`config.mk`:
```
export PLATFORM = sky130hd
export DESIGN_NAME = cfpc_pin_control
export DESIGN_NICKNAME = d
export VERILOG_FILES = /design/src/logic/cfpc_pkg.sv /design/src/logic/cfpc_bank.sv /design/src/logic/cfpc_pin_control.sv /design/src/logic/cfpc_sync2.sv
export VERILOG_INCLUDE_DIRS = /design/src /design/src/logic
export SDC_FILE = /design/constraint.sdc
export NUM_CORES = 1
export LEC_CHECK = 0
export BUFFER_PORTS_ARGS = -buffer_cell sky130_fd_sc_hd__buf_2
export CORE_MARGIN = 3
export CORE_UTILIZATION = 25
export CTS_CLUSTER_DIAMETER = 100
export DETAILED_ROUTE_END_ITERATION = 10
export PLACE_DENSITY_LB_ADDON = 0.3
export SETUP_SLACK_MARGIN = 0.05
export SLEW_MARGIN = 40
export SYNTH_ARGS = -nofsm -noshare
export SYNTH_HDL_FRONTEND = slang
export SYNTH_HIERARCHICAL = 1
export SYNTH_SLANG_ARGS = --single-unit
export TNS_END_PERCENT = 100
```
`constraint.sdc`:
```
create_clock -name mclk -period 5.95 [get_ports mclk]
set_input_delay 0.8925 -clock mclk [delete_from_list [all_inputs] [get_ports mclk]]
set_output_delay 0.8925 -clock mclk [all_outputs]
set_load 0.05 [all_outputs]
```
`src/logic/cfpc_consts.svh`:
```
// Purpose: offsets, field positions, reset values and counts of the pin control block
// Assumes: byte addresses on the register bus, one aligned 32-bit word per register
// Notes: types live in cfpc_pkg
`ifndef CFPC_CONSTS_SVH
`define CFPC_CONSTS_SVH

// ----------------------------------------
// register offsets
// ----------------------------------------
`define CFPC_ADDR_W 6
`define CFPC_OFS_PIN_STATUS 6'h00
`define CFPC_OFS_IRQ_STATUS 6'h04
`define CFPC_OFS_IRQ_MASK 6'h08
`define CFPC_OFS_PRE_DIV 6'h0C
`define CFPC_OFS_VCO_DIV 6'h10
`define CFPC_OFS_LOCK_THR 6'h14
`define CFPC_OFS_PROFILE0 6'h20
`define CFPC_OFS_PROFILE1 6'h24
`define CFPC_OFS_PROFILE2 6'h28
`define CFPC_OFS_PROFILE3 6'h2C

// ----------------------------------------
// fields and reset values
// ----------------------------------------
`define CFPC_IRQ_W 3
`define CFPC_IRQ_LOCK_GAIN 0
`define CFPC_IRQ_LOCK_LOSS 1
`define CFPC_IRQ_PROFILE 2
`define CFPC_DIV_W 5
`define CFPC_THR_W 8
`define CFPC_PRE_DIV_RST 5'h00
`define CFPC_VCO_DIV_RST 5'h01
`define CFPC_LOCK_THR_RST 8'h08
`define CFPC_PROFILE_RST 32'h00000000
`define CFPC_NPROFILE 4
`define CFPC_NBANK 4

`endif

```
`src/logic/cfpc_pkg.sv`:
```
// Purpose: shared types of the clock fan-out pin control block
// Assumes: nothing
// Notes: field layouts of a bank configuration byte are set by the struct
package cfpc_pkg;
	// output enable source of one bank
	typedef enum logic [1:0] {
		OE_ALWAYS_ON = 2'h0,
		OE_ALWAYS_OFF = 2'h1,
		OE_FIRST_PIN = 2'h2,
		OE_SECOND_PIN = 2'h3
	} cfpc_oe_src_e;

	// loop lock tracker, gray along unlock-acquire-locked
	typedef enum logic [1:0] {
		LK_UNLOCKED = 2'h0,
		LK_ACQUIRE = 2'h1,
		LK_LOCKED = 2'h3
	} cfpc_lock_st_e;

	// one byte of a profile word per bank
	typedef struct packed {
		logic idle_lvl;
		logic gate_en;
		cfpc_oe_src_e oe_src;
		logic [3:0] div;
	} cfpc_bank_cfg_s;

	// all pins that arrive from the board
	typedef struct packed {
		logic ref_a;
		logic ref_b;
		logic feedback_input_a;
		logic feedback_input_b;
		logic reference_pair_select;
		logic feedback_pair_select;
		logic sync_output_gate;
		logic output_enable_first;
		logic output_enable_second;
		logic global_output_disable;
		logic profile_select_bit1;
		logic profile_select_bit0;
		logic loop_bypass;
		logic loop_reset;
	} cfpc_pins_s;
endpackage : cfpc_pkg

```
`src/logic/cfpc_bank.sv`:
```
// Purpose: one output bank: post-loop divider, synchronous gate, enable
// Assumes: src_tick is a one-cycle enable from the vco or prescaler
// Notes: gate decisions are made on mclk, while the bank's own divided clock sits at idle
module cfpc_bank (
	input wire logic mclk,
	input wire logic rst_n,
	input wire logic clr,
	input wire logic src_tick,
	input wire cfpc_pkg::cfpc_bank_cfg_s cfg,
	input wire logic gate,
	input wire logic oe_first,
	input wire logic oe_second,
	input wire logic global_dis,
	output logic out_r,
	output logic oe_n_r
);
	logic [3:0] cnt_r;
	logic clk_r;
	logic gate_act_r;
	logic wrap;
	logic en;

	assign wrap = src_tick && (cnt_r == cfg.div);

	// divider: half period is div+1 source ticks
	always_ff @(posedge mclk) begin
		if (!rst_n || clr) begin
			cnt_r <= 4'h0;
			clk_r <= 1'b0;
		end else if (wrap) begin
			cnt_r <= 4'h0;
			clk_r <= !clk_r;
		end else if (src_tick) begin
			cnt_r <= cnt_r + 4'h1;
		end
	end

	// gate only moves while the bank sits at idle and will stay there;
	// a loop clear may force the clock off idle, so the gate waits it out
	always_ff @(posedge mclk) begin
		if (!rst_n) begin
			gate_act_r <= 1'b1;
		end else if (!cfg.gate_en) begin
			gate_act_r <= 1'b1;
		end else if (!clr && clk_r == cfg.idle_lvl && !wrap) begin
			gate_act_r <= gate;
		end
	end

	// output level: clock or constant idle level
	always_ff @(posedge mclk) begin
		if (!rst_n) begin
			out_r <= 1'b0;
		end else begin
			out_r <= gate_act_r ? clk_r : cfg.idle_lvl;
		end
	end

	// enable source, global disable overrides all
	always_comb begin
		case (cfg.oe_src)
			cfpc_pkg::OE_ALWAYS_ON: en = 1'b1;
			cfpc_pkg::OE_ALWAYS_OFF: en = 1'b0;
			cfpc_pkg::OE_FIRST_PIN: en = oe_first;
			default: en = oe_second;
		endcase
	end

	always_ff @(posedge mclk) begin
		if (!rst_n) begin
			oe_n_r <= 1'b1;
		end else begin
			oe_n_r <= global_dis || !en;
		end
	end

	a_gate_hold_idle: assert property (@(posedge mclk) disable iff (!rst_n)
		cfg.gate_en && !gate_act_r |=> out_r == $past(cfg.idle_lvl))
		else $error("gated bank not at idle level");
	a_gate_no_runt: assert property (@(posedge mclk) disable iff (!rst_n)
		$changed(gate_act_r) && cfg.gate_en |-> clk_r == cfg.idle_lvl)
		else $error("gate moved away from idle level");
	a_global_off: assert property (@(posedge mclk) disable iff (!rst_n)
		global_dis |=> oe_n_r)
		else $error("output driven under global disable");
	a_oe_first_pin: assert property (@(posedge mclk) disable iff (!rst_n)
		!global_dis && cfg.oe_src == cfpc_pkg::OE_FIRST_PIN |=> oe_n_r == !$past(oe_first))
		else $error("enable does not follow first pin");
	a_oe_off: assert property (@(posedge mclk) disable iff (!rst_n)
		cfg.oe_src == cfpc_pkg::OE_ALWAYS_OFF |=> oe_n_r)
		else $error("always-off output driven");
endmodule : cfpc_bank

```
`src/logic/cfpc_pin_control.sv`:
```
// Purpose: pin control of a zero-delay clock fan-out buffer
// Assumes: every board pin, clock pins too, is sampled by mclk at 40 MHz
// Notes: loop and vco are modelled by tick enables; Avalon-MM slave for control
`include "cfpc_consts.svh"
module cfpc_pin_control #(
	parameter int NBANK = `CFPC_NBANK
) (
	input wire logic mclk,
	input wire logic rst_n,
	input wire cfpc_pkg::cfpc_pins_s pins,
	input wire logic [`CFPC_ADDR_W-1:0] avs_address,
	input wire logic avs_read,
	input wire logic avs_write,
	input wire logic [31:0] avs_writedata,
	output logic [31:0] avs_readdata,
	output logic avs_waitrequest,
	output logic irq,
	output logic lock_n,
	output logic [NBANK-1:0] bank_out,
	output logic [NBANK-1:0] bank_oe_n
);
	// ----------------------------------------
	// pin synchronisation
	// ----------------------------------------
	cfpc_pkg::cfpc_pins_s pin_s;
	logic [$bits(cfpc_pkg::cfpc_pins_s)-1:0] pin_q;

	cfpc_sync2 #(
		.W($bits(cfpc_pkg::cfpc_pins_s))
	) u_sync (
		.mclk(mclk),
		.rst_n(rst_n),
		.d(pins),
		.q(pin_q)
	);
	assign pin_s = cfpc_pkg::cfpc_pins_s'(pin_q);

	// ----------------------------------------
	// registers and control state
	// ----------------------------------------
	logic [`CFPC_DIV_W-1:0] pre_div_r;
	logic [`CFPC_DIV_W-1:0] vco_div_r;
	logic [`CFPC_THR_W-1:0] lock_thr_r;
	logic [31:0] prof_mem_r [`CFPC_NPROFILE];
	logic [`CFPC_IRQ_W-1:0] irq_sts_r;
	logic [`CFPC_IRQ_W-1:0] irq_mask_r;
	logic [`CFPC_IRQ_W-1:0] irq_evt;
	logic ack_r;
	logic req;
	logic wr_go;
	logic rd_go;

	logic ref_sel;
	logic fb_sel;
	logic ref_d_r;
	logic fb_d_r;
	logic ref_rise;
	logic fb_rise;
	logic fb_buf_en;
	logic fb_seen_r;
	logic loop_clr;

	logic [`CFPC_DIV_W-1:0] pre_cnt_r;
	logic [`CFPC_DIV_W-1:0] vco_cnt_r;
	logic pre_tick;
	logic vco_tick;
	logic src_tick;

	cfpc_pkg::cfpc_lock_st_e lock_st_r;
	cfpc_pkg::cfpc_lock_st_e lock_st_nxt;
	logic [`CFPC_THR_W-1:0] lock_cnt_r;
	logic [`CFPC_THR_W-1:0] lock_cnt_nxt;
	logic lock_n_r;

	logic [1:0] prof_idx_r;
	logic [1:0] prof_pin;
	logic [31:0] prof_word;

	// ----------------------------------------
	// input pair selection
	// ----------------------------------------
	// reference and feedback muxes after synchronisation
	assign ref_sel = pin_s.reference_pair_select ? pin_s.ref_b : pin_s.ref_a;
	assign fb_sel = pin_s.feedback_pair_select ?
		pin_s.feedback_input_b : pin_s.feedback_input_a;
	// global disable also switches off the feedback buffer
	assign fb_buf_en = !pin_s.global_output_disable;
	assign loop_clr = pin_s.loop_reset;

	// edge detectors read only the settled second stage
	always_ff @(posedge mclk) begin
		if (!rst_n) begin
			ref_d_r <= 1'b0;
			fb_d_r <= 1'b0;
		end else begin
			ref_d_r <= ref_sel;
			fb_d_r <= fb_sel && fb_buf_en;
		end
	end
	assign ref_rise = ref_sel && !ref_d_r;
	assign fb_rise = fb_sel && fb_buf_en && !fb_d_r;

	// ----------------------------------------
	// prescaler and vco ticks
	// ----------------------------------------
	// input prescaler divides reference edges by pre_div+1
	always_ff @(posedge mclk) begin
		if (!rst_n || loop_clr) begin
			pre_cnt_r <= '0;
		end else if (ref_rise) begin
			pre_cnt_r <= (pre_cnt_r == pre_div_r) ? '0 : pre_cnt_r + 5'h01;
		end
	end
	assign pre_tick = ref_rise && (pre_cnt_r == pre_div_r);

	// vco stand-in: free divider of mclk, not phase-steered
	always_ff @(posedge mclk) begin
		if (!rst_n || loop_clr) begin
			vco_cnt_r <= '0;
		end else begin
			vco_cnt_r <= (vco_cnt_r == vco_div_r) ? '0 : vco_cnt_r + 5'h01;
		end
	end
	assign vco_tick = vco_cnt_r == vco_div_r;

	// bypass routes the prescaler straight to the post-loop dividers
	assign src_tick = pin_s.loop_bypass ? pre_tick : vco_tick;

	// ----------------------------------------
	// lock detection
	// ----------------------------------------
	// remembers a feedback edge within the current prescaler period
	always_ff @(posedge mclk) begin
		if (!rst_n || loop_clr || !fb_buf_en) begin
			fb_seen_r <= 1'b0;
		end else if (pre_tick) begin
			fb_seen_r <= fb_rise;
		end else if (fb_rise) begin
			fb_seen_r <= 1'b1;
		end
	end

	// lock needs lock_thr consecutive periods with feedback
	always_comb begin
		lock_st_nxt = lock_st_r;
		lock_cnt_nxt = lock_cnt_r;
		case (lock_st_r)
			cfpc_pkg::LK_UNLOCKED: begin
				if (pre_tick && fb_seen_r) begin
					lock_st_nxt = cfpc_pkg::LK_ACQUIRE;
					lock_cnt_nxt = 8'h01;
				end
			end
			cfpc_pkg::LK_ACQUIRE: begin
				if (pre_tick && !fb_seen_r) begin
					lock_st_nxt = cfpc_pkg::LK_UNLOCKED;
					lock_cnt_nxt = 8'h00;
				end else if (pre_tick) begin
					lock_cnt_nxt = lock_cnt_r + 8'h01;
					if (lock_cnt_nxt >= lock_thr_r) begin
						lock_st_nxt = cfpc_pkg::LK_LOCKED;
					end
				end
			end
			cfpc_pkg::LK_LOCKED: begin
				if (pre_tick && !fb_seen_r) begin
					lock_st_nxt = cfpc_pkg::LK_UNLOCKED;
					lock_cnt_nxt = 8'h00;
				end
			end
			default: begin
				lock_st_nxt = cfpc_pkg::LK_UNLOCKED;
				lock_cnt_nxt = 8'h00;
			end
		endcase
		// losing feedback or a loop reset drops lock at once
		if (loop_clr || !fb_buf_en) begin
			lock_st_nxt = cfpc_pkg::LK_UNLOCKED;
			lock_cnt_nxt = 8'h00;
		end
	end

	always_ff @(posedge mclk) begin
		if (!rst_n) begin
			lock_st_r <= cfpc_pkg::LK_UNLOCKED;
			lock_cnt_r <= 8'h00;
			lock_n_r <= 1'b1;
		end else begin
			lock_st_r <= lock_st_nxt;
			lock_cnt_r <= lock_cnt_nxt;
			lock_n_r <= lock_st_nxt != cfpc_pkg::LK_LOCKED;
		end
	end
	assign lock_n = lock_n_r;

	// ----------------------------------------
	// profile selection
	// ----------------------------------------
	assign prof_pin = {pin_s.profile_select_bit1, pin_s.profile_select_bit0};

	always_ff @(posedge mclk) begin
		if (!rst_n) begin
			prof_idx_r <= 2'h0;
		end else begin
			prof_idx_r <= prof_pin;
		end
	end
	assign prof_word = prof_mem_r[prof_idx_r];

	// ----------------------------------------
	// output banks
	// ----------------------------------------
	generate
		for (genvar b = 0; b < NBANK; b++) begin : g_bank
			cfpc_bank u_bank (
				.mclk(mclk),
				.rst_n(rst_n),
				.clr(loop_clr),
				.src_tick(src_tick),
				.cfg(cfpc_pkg::cfpc_bank_cfg_s'(prof_word[8*b +: 8])),
				.gate(pin_s.sync_output_gate),
				.oe_first(pin_s.output_enable_first),
				.oe_second(pin_s.output_enable_second),
				.global_dis(pin_s.global_output_disable),
				.out_r(bank_out[b]),
				.oe_n_r(bank_oe_n[b])
			);
		end
	endgenerate

	// ----------------------------------------
	// Avalon-MM slave
	// ----------------------------------------
	// one wait cycle per access: waitrequest drops the cycle after request
	assign req = avs_read || avs_write;
	assign avs_waitrequest = req && !ack_r;
	assign wr_go = avs_write && ack_r;
	assign rd_go = avs_read && !ack_r;

	always_ff @(posedge mclk) begin
		if (!rst_n) begin
			ack_r <= 1'b0;
		end else begin
			ack_r <= req && !ack_r;
		end
	end

	// configuration writes take effect at the accepting edge
	always_ff @(posedge mclk) begin
		if (!rst_n) begin
			pre_div_r <= `CFPC_PRE_DIV_RST;
			vco_div_r <= `CFPC_VCO_DIV_RST;
			lock_thr_r <= `CFPC_LOCK_THR_RST;
			irq_mask_r <= '0;
		end else if (wr_go) begin
			if (avs_address == `CFPC_OFS_PRE_DIV) begin
				pre_div_r <= avs_writedata[`CFPC_DIV_W-1:0];
			end else if (avs_address == `CFPC_OFS_VCO_DIV) begin
				vco_div_r <= avs_writedata[`CFPC_DIV_W-1:0];
			end else if (avs_address == `CFPC_OFS_LOCK_THR) begin
				lock_thr_r <= avs_writedata[`CFPC_THR_W-1:0];
			end else if (avs_address == `CFPC_OFS_IRQ_MASK) begin
				irq_mask_r <= avs_writedata[`CFPC_IRQ_W-1:0];
			end
		end
	end

	// stored profiles, selected by the profile pins
	always_ff @(posedge mclk) begin
		if (!rst_n) begin
			for (int p = 0; p < `CFPC_NPROFILE; p++) begin
				prof_mem_r[p] <= `CFPC_PROFILE_RST;
			end
		end else if (wr_go && avs_address[5:4] == 2'h2 && avs_address[1:0] == 2'h0) begin
			prof_mem_r[avs_address[3:2]] <= avs_writedata;
		end
	end

	// read data registered one edge before the accepting edge
	always_ff @(posedge mclk) begin
		if (!rst_n) begin
			avs_readdata <= 32'h00000000;
		end else if (rd_go) begin
			if (avs_address == `CFPC_OFS_PIN_STATUS) begin
				avs_readdata <= {25'h0000000, pin_s.sync_output_gate, pin_s.loop_reset,
					pin_s.global_output_disable, pin_s.loop_bypass, prof_idx_r,
					!lock_n_r};
			end else if (avs_address == `CFPC_OFS_IRQ_STATUS) begin
				avs_readdata <= {29'h00000000, irq_sts_r};
			end else if (avs_address == `CFPC_OFS_IRQ_MASK) begin
				avs_readdata <= {29'h00000000, irq_mask_r};
			end else if (avs_address == `CFPC_OFS_PRE_DIV) begin
				avs_readdata <= {27'h0000000, pre_div_r};
			end else if (avs_address == `CFPC_OFS_VCO_DIV) begin
				avs_readdata <= {27'h0000000, vco_div_r};
			end else if (avs_address == `CFPC_OFS_LOCK_THR) begin
				avs_readdata <= {24'h000000, lock_thr_r};
			end else if (avs_address[5:4] == 2'h2 && avs_address[1:0] == 2'h0) begin
				avs_readdata <= prof_mem_r[avs_address[3:2]];
			end else begin
				avs_readdata <= 32'h00000000;
			end
		end
	end

	// ----------------------------------------
	// interrupts
	// ----------------------------------------
	// events: lock gained, lock lost, profile switched
	always_comb begin
		irq_evt = '0;
		irq_evt[`CFPC_IRQ_LOCK_GAIN] = lock_n_r && lock_st_nxt == cfpc_pkg::LK_LOCKED;
		irq_evt[`CFPC_IRQ_LOCK_LOSS] = !lock_n_r && lock_st_nxt != cfpc_pkg::LK_LOCKED;
		irq_evt[`CFPC_IRQ_PROFILE] = prof_pin != prof_idx_r;
	end

	// write-one-to-clear, a new event in the same cycle wins
	always_ff @(posedge mclk) begin
		if (!rst_n) begin
			irq_sts_r <= '0;
		end else if (wr_go && avs_address == `CFPC_OFS_IRQ_STATUS) begin
			irq_sts_r <= (irq_sts_r & ~avs_writedata[`CFPC_IRQ_W-1:0]) | irq_evt;
		end else begin
			irq_sts_r <= irq_sts_r | irq_evt;
		end
	end
	assign irq = |(irq_sts_r & irq_mask_r);

	// ----------------------------------------
	// checks
	// ----------------------------------------
	a_fb_pair_b: assert property (@(posedge mclk) disable iff (!rst_n)
		pin_s.feedback_pair_select && !pin_s.feedback_input_b |-> !fb_rise)
		else $error("feedback taken from pair A while B selected");
	a_ref_pair_a: assert property (@(posedge mclk) disable iff (!rst_n)
		!pin_s.reference_pair_select && !pin_s.ref_a |-> !ref_rise)
		else $error("reference taken from pair B while A selected");
	a_lock_pin_low: assert property (@(posedge mclk) disable iff (!rst_n)
		lock_st_r == cfpc_pkg::LK_LOCKED |-> !lock_n_r)
		else $error("lock pin high while locked");
	a_godis_unlock: assert property (@(posedge mclk) disable iff (!rst_n)
		pin_s.global_output_disable |=> lock_n_r && !fb_seen_r)
		else $error("lock held with feedback buffer off");
	a_reset_clears: assert property (@(posedge mclk) disable iff (!rst_n)
		pin_s.loop_reset |=> lock_n_r && pre_cnt_r == 5'h00 && vco_cnt_r == 5'h00)
		else $error("loop reset did not clear");
	a_bypass_src: assert property (@(posedge mclk) disable iff (!rst_n)
		pin_s.loop_bypass && !pre_tick |-> !src_tick)
		else $error("vco reached dividers in bypass");
	a_vco_src: assert property (@(posedge mclk) disable iff (!rst_n)
		!pin_s.loop_bypass |-> src_tick == (vco_cnt_r == vco_div_r))
		else $error("dividers not on vco");
	a_profile_idx: assert property (@(posedge mclk) disable iff (!rst_n)
		$changed(prof_pin) |=> prof_idx_r == $past(prof_pin))
		else $error("profile index not following pins");
	a_bus_answer: assert property (@(posedge mclk) disable iff (!rst_n)
		req && !ack_r |=> !avs_waitrequest || !req)
		else $error("bus answer late");
endmodule : cfpc_pin_control

```
`src/logic/cfpc_sync2.sv`:
```
// Purpose: two-flop synchroniser for board pins
// Assumes: inputs asynchronous to mclk
// Notes: first stage is read by the second stage only
module cfpc_sync2 #(
	parameter int W = 1
) (
	input wire logic mclk,
	input wire logic rst_n,
	input wire logic [W-1:0] d,
	output logic [W-1:0] q
);
	logic [W-1:0] meta_r;

	// two stages, both cleared by reset
	always_ff @(posedge mclk) begin
		if (!rst_n) begin
			meta_r <= '0;
			q <= '0;
		end else begin
			meta_r <= d;
			q <= meta_r;
		end
	end
endmodule : cfpc_sync2

```
==> results of run 1 <==
registers in the layout, summed over array words and instances (netlist names), 2 cells and up:
name and cells:
prof_mem_r 128, g_bank.u_bank/clk_r 4, lock_st_r 2, g_bank.u_bank/gate_act_r 4
u_sync/meta_r 14, g_bank.u_bank/oe_n_r 4, lock_cnt_r 8, pre_div_r 5
irq_sts_r 3, vco_cnt_r 5, g_bank.u_bank/cnt_r 16, g_bank.u_bank/out_r 4
u_sync/q 14, prof_idx_r 2, avs_readdata 32, pre_cnt_r 5
lock_thr_r 8, irq_mask_r 3, vco_div_r 5
synthesized netlist by cell type (13+ instances only):
master / number
buf_2: 13
mux4_2: 64
mux2i_1: 38
a21oi_1: 23
and3_1: 72
dfxtp_1: 143
xnor2_1: 29
edfxtp_1: 128
nor2b_1: 13
and2_1: 73
clkbuf_1: 35
nand3_1: 13
xor2_1: 28
ha_1: 15
and2_2: 22
nor2_1: 89
nand2_1: 38
o21ai_0: 33
a22oi_1: 30
metrics by stage:
stage | util (%) | total power [mW]
after global routing | 30.3 | 4.60
after global placement | 28.0 | 2.45
after CTS | 30.2 | 4.49
final | 30.3 | 4.42
after detailed placement | 28.0 | 2.46
after floorplan | - | 2.31
kinds of logic after synthesis:
kind of cell / after synthesis / share of synthesized area, %
simple gates: 371 / 16.6
flops: 271 / 53.6
compound gates: 130 / 7.26
mux: 102 / 14.5
buf+inv: 71 / 2.59
xor+xnor: 57 / 3.99
fa+ha+maj: 15 / 1.50
critical path, stage by stage:
cell	delay (ns)
buf_2	0.08
buf_4	0.56
inv_2	0.49
nor2_4	0.68
buf_4	0.55
and3_1	0.24
where the power goes:
group	switching, mW	leakage, nW	total (mW)	internal (mW)
Clock	0.812	0.531	2.01	1.20
Combinational	0.227	2.79	0.360	0.132
Sequential	0.0422	2.49	2.05	2.01
Total	1.08	5.81	4.42	3.34
layer usage:
layer	part of all wire, %	vias up
met2	49	181
met3	4.9	58
met1	43	4144
met4	2.8	4
li1	-	3959
met5	0.052	-
how the worst max path moves through the flow:
stage,start,endpoint
4_1_cts,rst_n,prof_mem_r[0][12]
2_1_floorplan,avs_address[4],prof_mem_r[0][0]
3_3_place_gp,rst_n,prof_mem_r[0][10]
5_1_grt,rst_n,prof_mem_r[2][9]
3_5_place_dp,rst_n,prof_mem_r[0][15]
6_report,rst_n,prof_mem_r[0][12]
area by class of cell:
cell class	instances	share of cell area (%)
Antenna cell	1	0.0168
Timing Repair Buffer	117	4.38
Multi-Input combinational cell	675	37.4
Clock inverter	14	0.991
Tap cell	664	5.57
Clock buffer	46	6.28
Inverter	12	0.302
Sequential cell	271	45.0
==> results.sh, run 1 <==
export IMPL_dr_pass1_iters=4
export IMPL_mostFrequentLayoutCell="dfxtp_1"
export IMPL_total_setup_violations_reported_at_the_end_of_the_flow=0
export IMPL_drc_errors=0
export IMPL_synth_async_reset_ratio_pct=0
export IMPL_ys_dominant_reg_cell="dfxtp_1"
export IMPL_cp_data_arrival_time_ns=3.64
export IMPL_gp_routability_congestion=0.752
export IMPL_fill_cells=5060
export IMPL_antenna_found_initial=3
export IMPL_setup_reg_to_reg_worst_slack_ns=3.23
export IMPL_h_tree_depth=2
export IMPL_hold_violations=0
export IMPL_grt_pass1_vias=8616
export IMPL_yosysSeqAreaShare_pct=53.6
export IMPL_grt_first_pass_wirelength_um=52900
export IMPL_ys_top_cells_by_area="edfxtp_1 31%, dfxtp_1 23%, mux4_2 12%, and2_1 3.6%, and3_1 3.6%"
export IMPL_layout_min_cycle_time_ns=3.26
export IMPL_grt_use_met1_pct=16.7
export IMPL_area_fraction_of_the_dominant_cell_type_after_synthesis_pct=30.7
export IMPL_quantity_of_gates_resized_following_cts=0
export IMPL_cts_root_buf="clkbuf_16"
export IMPL_cts_post_setup_buffers_inserted=0
export IMPL_tritoncts="yes"
export IMPL_cts_buffers_inserted=34
export IMPL_whs_path_depth=1
export IMPL_power_per_cell_area_nw_per_um2=297
export IMPL_grt_busiest_layer="met2"
export IMPL_netlist_instances=1017
export IMPL_r2r_end="irq_sts_r[0]"
export IMPL_detail_route_vias_per_cell=4.64
export IMPL_total_congestion_overflow_after_global_routing=0
export IMPL_dieArea_um2=52800
export IMPL_worstSetupEndpointType="flip-flop"
export IMPL_hold_path_class="reg2reg"
export IMPL_rsz0062_at_grt="no"
export IMPL_seq_area_um2=6710
export IMPL_dp_final_hpwl_um=22700
export IMPL_largest_net_degree_at_the_start_of_global_routing=66
export IMPL_worst_path_max_fanout=65
export IMPL_met3_grt_util_pct=2.51
export IMPL_core_area_um2=49300
export IMPL_fin_crit_sh_pct=54.8
export IMPL_status="completed"
export IMPL_slew_violations=0
export IMPL_syn_cell_area_um2=12500
export IMPL_critPathKind="in2reg"
export IMPL_detail_route_wl_per_cell_um=19.2
export IMPL_hold_path_startpoint="u_sync/meta_r[9]"
export IMPL_pre_cts_slack_ns=2.15
export IMPL_postRouteAntennaNets=0
export IMPL_grtUsageTotal_pct=13.1
export IMPL_yosys_cell_types_count=64
export IMPL_placement_cell_area_um2=13800
export IMPL_gr_usage_met2_pct=22.3
export IMPL_holdPathEnd="u_sync/q[9]"
export IMPL_core_rowCount=81
export IMPL_stdcell_area_um2=14900
export IMPL_first_iter_violations=533
export IMPL_setup_tns_final_ns=0
export IMPL_synth_edff_count=128
export IMPL_cts_reportedPaths_clkPinSlew_ns=0.05
export IMPL_area_growth_synth_to_final_pct=19.0
export IMPL_slew_headroom_pct=44.8
export IMPL_die_span_y_um=230
export IMPL_final_layout_size_suffix_gt1_share_pct=25.1
export IMPL_final_setup_skew_ns=0.0211
export IMPL_worst_reg_to_reg_path_cell_count=10
export IMPL_numPortBuffers=98
export IMPL_worstMarginPinSlew_ns=0.827
export IMPL_mappedNetlistNets=1088
export IMPL_io_pins=99
export IMPL_final_cell_count_no_fill=1800
export IMPL_finalNetCount=1182
export IMPL_dp_cells=1739
export IMPL_multi_input_comb_area_um2=5580
export IMPL_route_final_wire_length_um=34600
export IMPL_timing_final_ws_setup_ns=2.69
export IMPL_clock_insertion_delay_worst_skew_ns=0.53
export IMPL_hold_buffers=0
export IMPL_timing_max_cap_violations=0
export IMPL_rr_startpoint="lock_cnt_r[0]"
export IMPL_power_ir_vdd_worst_mv=0.166
export IMPL_fmax_ghz=0.307
export IMPL_yosysWarningCount=6
export IMPL_yosysTopAreaCell="edfxtp_1"
export IMPL_synth_seq_cells=271
export IMPL_p_leak_nw=5.81
export IMPL_most_frequent_cells_in_the_layout="142 x dfxtp_1, 128 x edfxtp_1, 98 x buf_2"
export IMPL_start_util_pct=25.4
export IMPL_routed_via_count=8346
export IMPL_fin_hold_ws_ns=0.418
export IMPL_fp_dieW_um=230
export IMPL_element_type_at_the_critical_path_start="input port"
export IMPL_worst_path_required_ns=6.33
export IMPL_clock_sinks=271
export IMPL_cts_buffer_depth=3
export IMPL_avgSynthCellArea_um2=12.3
No activity file was read; power rests on OpenSTA's default activity.
==> inputs of run 2 (changes only) <==
Settings changed: ABC_AREA set to 1.
Clock period 5.95 ns to 2.8 ns, I/O delays scaled along.
==> run 2 against run 1 <==
- critical path depth is 10 higher
- global-route usage is 1.7 points higher
- non-clock buffer count is 9 higher
- setup slack worse by 2.4 ns
- hold slack worse by 0.34 ns
- via count is 27% higher
- sequential share of layout area is 0.54 points lower
- largest power group is now clock
- critical path type is now reg2reg
==> results.sh, run 2 <==
export IMPL_most_frequent_cells_in_the_layout="306 x nand2_1, 262 x nor2_1, 158 x inv_1"
export IMPL_io_pins=99
export IMPL_mostFrequentLayoutCell="nand2_1"
export IMPL_detail_route_vias_per_cell=4.60
export IMPL_final_setup_skew_ns=0.0249
export IMPL_antenna_found_initial=2
export IMPL_avgSynthCellArea_um2=8.29
export IMPL_synth_edff_count=128
export IMPL_fin_crit_sh_pct=88.0
export IMPL_hold_path_class="in2reg"
export IMPL_cell_internal_pwr_mw=7.30
export IMPL_p_leak_nw=6.48
export IMPL_total_power_mw=9.74
export IMPL_fp_dieW_um=230
export IMPL_grt_pass1_vias=10600
export IMPL_clockPowerShare_pct=47.0
export IMPL_rsz0062_at_grt="no"
export IMPL_first_iter_violations=796
export IMPL_core_area_um2=49300
export IMPL_p_sw_mw=2.43
export IMPL_ys_top_cells_by_area="edfxtp_1 31%, dfxtp_1 23%, nand2_1 9.2%, nor2_1 7.9%, inv_1 4.8%"
export IMPL_setup_tns_final_ns=0
export IMPL_fill_cells=5273
export IMPL_yosysSeqAreaShare_pct=53.4
export IMPL_worst_path_max_fanout=4
export IMPL_syn_cell_area_um2=12600
export IMPL_element_type_at_the_critical_path_start="flip-flop"
export IMPL_finalNetCount=1691
export IMPL_route_final_wire_length_um=39900
export IMPL_mappedNetlistNets=1586
export IMPL_cts_buffer_depth=3
export IMPL_synth_async_reset_ratio_pct=0
export IMPL_clock_sinks=271
export IMPL_slew_headroom_pct=46.0
export IMPL_grtUsageTotal_pct=14.8
export IMPL_clock_insertion_delay_worst_skew_ns=0.53
export IMPL_antenna_diode_count=0
export IMPL_largest_register="prof_mem_r"
export IMPL_quantity_of_gates_resized_following_cts=0
export IMPL_numPortBuffers=98
export IMPL_total_congestion_overflow_after_global_routing=0
export IMPL_largest_net_degree_at_the_start_of_global_routing=66
export IMPL_status="completed"
export IMPL_synth_seq_cells=271
export IMPL_drc_errors=0
export IMPL_switching_share_pct=25.0
export IMPL_yosysWarningCount=6
export IMPL_h_tree_depth=2
export IMPL_max_ffs_per_register=128
export IMPL_core_rowCount=81
export IMPL_die_span_y_um=230
export IMPL_dr_pass1_iters=5
export IMPL_yosysTopAreaCell="edfxtp_1"
export IMPL_cts_buffers_inserted=36
export IMPL_worstSetupEndpointType="flip-flop"
export IMPL_yosys_cell_types_count=40
export IMPL_ys_dominant_reg_cell="dfxtp_1"
export IMPL_combinational_group_share_of_total_power_pct=8.2
export IMPL_timing_max_cap_violations=0
export IMPL_reg_top3="prof_mem_r (128), avs_readdata (32), g_bank.u_bank/cnt_r (16)"
export IMPL_gp_routability_congestion=0.797
export IMPL_detail_route_wl_per_cell_um=17.3
export IMPL_power_ir_vdd_worst_mv=0.355
export IMPL_multi_input_comb_area_um2=4950
export IMPL_netlist_instances=1515
export IMPL_critPathKind="reg2reg"
export IMPL_dp_final_hpwl_um=25900
export IMPL_seq_area_um2=6710
export IMPL_slew_violations=0
export IMPL_power_per_cell_area_nw_per_um2=646
export IMPL_cts_post_setup_buffers_inserted=0
export IMPL_count_leader_synth="nand2_1"
export IMPL_cp_data_arrival_time_ns=2.85
export IMPL_dieArea_um2=52900
export IMPL_routed_via_count=10600
export IMPL_area_growth_synth_to_final_pct=20.2
export IMPL_cts_reportedPaths_clkPinSlew_ns=0.06
export IMPL_postRouteAntennaNets=0
export IMPL_tritoncts="yes"
export IMPL_cts_root_buf="clkbuf_16"
export IMPL_hold_buffers=0
export IMPL_layout_min_cycle_time_ns=2.46
export IMPL_grt_first_pass_wirelength_um=61100
export IMPL_worst_path_required_ns=3.19
export IMPL_fmax_ghz=0.406
export IMPL_area_fraction_of_the_dominant_cell_type_after_synthesis_pct=30.6
export IMPL_hold_violations=0
export IMPL_power_frac_seq_pct=44.8
export IMPL_final_layout_size_suffix_gt1_share_pct=15.8
export IMPL_worstMarginPinSlew_ns=0.809
export IMPL_start_util_pct=25.5
export IMPL_netlist_top_cells_count="306 x nand2_1, 264 x nor2_1, 159 x inv_1"
export IMPL_total_setup_violations_reported_at_the_end_of_the_flow=0
==> run 2: final timing paths <==
check	startpoint	endpoint	slack, ns	cells past startpoint
worst max register to register	lock_cnt_r[0]	irq_sts_r[1]	0.34	16
worst max-delay path	lock_cnt_r[0]	irq_sts_r[1]	0.34	16
worst min register to register	u_sync/meta_r[10]	u_sync/q[10]	0.41	2
worst min-delay path	pins[8]	u_sync/meta_r[8]	0.08	3
==> run 2: power groups by stage <==
stage | sequential (mW) | combinational, mW | clock (mW)
after floorplan | 4.47 | 0.437 | 0
after global placement | 4.44 | 0.799 | 0
after detailed placement | 4.44 | 0.807 | 0
after CTS | 4.36 | 0.811 | 4.69
after global routing | 4.38 | 0.884 | 4.85
final | 4.36 | 0.800 | 4.57
==> run 2: per-layer routing <==
| metal | global-route usage (%) | wire length, µm |
|---|---|---|
| met1 | 19.3 | 17700 |
| met2 | 24.5 | 18500 |
| met3 | 3.11 | 2780 |
| met4 | 5.22 | 881 |
| met5 | 0 | 27 |
==> run 2: critical path: stages (launching register included) <==
cell and delay, ns:
dfxtp_1 0.40, ha_1 0.21, nand3_1 0.14, nor2_1 0.11, nand2_1 0.08, xor2_1 0.18
inv_1 0.07, ha_1 0.27, nand2_1 0.06, nor2_1 0.19, nand4_1 0.11, nand3_1 0.14
nand2_1 0.06, nand2_1 0.09, nand2_1 0.07, nand2_1 0.07, a21oi_1 0.05
==> run 2: cell families (layout without fill, tap and decap cells) <==
group,count (synthesis),after routing,synth area share [%]
AO/OA/AOI/OAI,273,273,12.5
XOR/XNOR,29,29,2.02
buffers and inverters,231,362,7.39
adder cells (fa/ha/maj),15,15,1.50
flip-flops,271,271,53.4
AND/OR/NAND/NOR,696,696,23.2
==> run 2: final cells by class <==
type | count | share of cell area, %
inverter | 172 | 4.28
clock inverter | 13 | 0.921
multi-input combinational | 1013 | 32.8
timing repair buffer | 126 | 5.06
sequential | 271 | 44.5
tap | 664 | 5.51
clock buffer | 51 | 6.92
==> run 2: metrics by stage <==
stage	util (%)	hold slack, ns	cells	instance area [µm²]	setup slack [ns]
after global routing	30.6	0.0735	2310	15100	0.0726
after CTS	30.6	0.0490	2310	15100	0.317
after floorplan	-	0.386	1515	12600	-0.00494
after global placement	28.2	0.400	2246	13900	0.391
final	30.6	0.0816	2310	15100	0.337
after detailed placement	28.2	0.402	2246	13900	0.346
==> inputs of run 3 (changes only) <==
Settings changed: CELL_PAD_IN_SITES_DETAIL_PLACEMENT set to 2, CELL_PAD_IN_SITES_GLOBAL_PLACEMENT set to 2.
==> run 3 against run 2 <==
- register-to-register slack gained 0.05 ns
- flip-flop and latch count is the same
- combinational power grew 5.4%
- clock-buffer cell count shrank 3
- sequential power is essentially flat
- wire length grew 16%
- hold slack lost 0.013 ns
- die area is the same
- power grew 0.50%
- utilization grew 0.22 points
==> results.sh, run 3 (synthesis results as in run 2) <==
export IMPL_timing_critical_path_cells="nand3_1, nor2_1, nand3_1, nor2_1, nand2_1, nand2_1, inv_1, ha_1, nand2_1, nor2_1, nand4_1, nand3_1, nand2_1, nand2_1, nand2_1, nand2_1, a21oi_1"
export IMPL_max_ffs_per_register=128
export IMPL_fin_crit_sh_pct=86.1
export IMPL_cts_post_setup_buffers_inserted=0
export IMPL_cts_buffers_inserted=35
export IMPL_power_per_cell_area_nw_per_um2=644
export IMPL_final_cell_count_no_fill=2319
export IMPL_rsz0062_at_grt="no"
export IMPL_hold_violations=0
export IMPL_cts_reportedPaths_clkPinSlew_ns=0.06
export IMPL_slew_headroom_pct=46.6
export IMPL_most_frequent_cells_in_the_layout="306 x nand2_1, 262 x nor2_1, 158 x inv_1"
export IMPL_placement_cell_area_um2=14000
export IMPL_first_iter_violations=496
export IMPL_rr_startpoint="lock_cnt_r[2]"
export IMPL_fill_cells=5642
export IMPL_hold_path_class="in2reg"
export IMPL_worstMarginPinSlew_ns=0.800
export IMPL_clock_sinks=271
export IMPL_slew_violations=0
export IMPL_buffers_inverters_on_critical_path=1
export IMPL_dieArea_um2=52900
export IMPL_largest_net_degree_at_the_start_of_global_routing=66
export IMPL_final_layout_size_suffix_gt1_share_pct=16.4
export IMPL_dp_final_hpwl_um=31500
export IMPL_antenna_diode_count=0
export IMPL_finalNetCount=1700
export IMPL_core_area_um2=49300
export IMPL_layout_min_cycle_time_ns=2.41
export IMPL_detail_route_wl_per_cell_um=20.0
export IMPL_total_power_mw=9.79
export IMPL_start_util_pct=25.5
export IMPL_power_ir_vdd_worst_mv=0.307
export IMPL_mostFrequentLayoutCell="nand2_1"
export IMPL_h_tree_depth=2
export IMPL_cts_buffer_depth=3
export IMPL_critPathKind="reg2reg"
export IMPL_tritoncts="yes"
export IMPL_stdcell_area_um2=15200
export IMPL_critical_path_slowest_cell="dfxtp_1"
export IMPL_antenna_found_initial=1
export IMPL_fmax_ghz=0.415
export IMPL_routed_via_count=11000
export IMPL_timing_critical_path_from="lock_cnt_r[2]"
export IMPL_postRouteAntennaNets=0
export IMPL_numPortBuffers=98
export IMPL_largest_register="prof_mem_r"
export IMPL_route_final_wire_length_um=46500
export IMPL_timing_max_cap_violations=0
export IMPL_grt_pass1_vias=11900
export IMPL_seq_area_um2=6710
export IMPL_area_growth_synth_to_final_pct=21.0
export IMPL_status="completed"
export IMPL_total_setup_violations_reported_at_the_end_of_the_flow=0
export IMPL_dp_cells=2256
export IMPL_hold_buffers=0
export IMPL_hold_path_startpoint="pins[8]"
export IMPL_die_span_y_um=230
export IMPL_worstSetupEndpointType="flip-flop"
export IMPL_final_setup_skew_ns=0.0206
export IMPL_dr_pass1_iters=6
export IMPL_reg_top3="prof_mem_r (128), avs_readdata (32), g_bank.u_bank/cnt_r (16)"
export IMPL_grtUsageTotal_pct=17.4
export IMPL_grt_first_pass_wirelength_um=70700
export IMPL_worst_path_required_ns=3.20
export IMPL_setup_tns_final_ns=0
export IMPL_quantity_of_gates_resized_following_cts=0
export IMPL_io_pins=99
export IMPL_fp_dieW_um=230
export IMPL_multi_input_comb_area_um2=4980
export IMPL_cp_data_arrival_time_ns=2.81
export IMPL_cts_root_buf="clkbuf_16"
export IMPL_critical_path_max_stage_delay_ns=0.40
export IMPL_total_congestion_overflow_after_global_routing=0
export IMPL_element_type_at_the_critical_path_start="flip-flop"
export IMPL_detail_route_vias_per_cell=4.72
export IMPL_critical_path_most_common_cell="nand2_1"
export IMPL_p_leak_nw=6.54
export IMPL_fin_hold_ws_ns=0.0690
export IMPL_drc_errors=0
export IMPL_clock_insertion_delay_worst_skew_ns=0.54
export IMPL_worst_path_dominant_cell_family="simple AND/OR/NAND/NOR gates"
export IMPL_core_rowCount=81
export IMPL_worst_path_max_fanout=4
export IMPL_gp_routability_congestion=0.770
## run 3: cell types whose count changed in the layout (fill, tap and decap cells not counted), sizes merged
cell | before | now
buf | 126 | 136
clkinv | 5 | 9
bufinv | 2 | 3
clkbuf | 51 | 48
inv | 175 | 172
## run 3: worst paths after layout
kind / slack, ns / endpoint / cells past startpoint
hold reg to reg: 0.40 / u_sync/q[11] / 2
hold / removal: 0.07 / u_sync/meta_r[8] / 3
setup / recovery: 0.39 / irq_sts_r[1] / 17
setup reg to reg: 0.39 / irq_sts_r[1] / 17
## run 3: report_power, final
group / internal, mW / switching, mW
clock network: 2.77 / 1.81
registers: 4.27 / 0.0923
logic: 0.241 / 0.602
## run 3: worst reg2reg max path: stages (launching register included)
cell and delay, ns:
dfxtp_1 0.40, nand3_1 0.14, nor2_1 0.18, nand3_1 0.15, nor2_1 0.12, nand2_1 0.06
nand2_1 0.08, inv_1 0.05, ha_1 0.28, nand2_1 0.08, nor2_1 0.18, nand4_1 0.10
nand3_1 0.10, nand2_1 0.05, nand2_1 0.11, nand2_1 0.07, nand2_1 0.07, a21oi_1 0.05
## run 3: through the flow
| stage | worst slack [ns] | utilization, % |
|---|---|---|
| after floorplan | -0.00494 | - |
| after detailed placement | 0.395 | 28.5 |
| final | 0.390 | 30.8 |
| after CTS | 0.317 | 30.8 |
| after global routing | 0.0795 | 30.8 |
| after global placement | 0.439 | 28.5 |
## run 3: layout make-up
class	count	share of cell area [%]
multi-input cells	1013	32.8
clock buffers	48	6.56
inverters	172	4.25
clock inverters	15	1.04
flip-flops and latches	271	44.2
well taps	664	5.47
repair buffers	136	5.77
## run 3: per-layer routing
layer	wire length, µm	track usage [%]
met4	767	3.64
met5	7	0
met1	21200	22.2
met2	23000	30.8
met3	1550	3.05
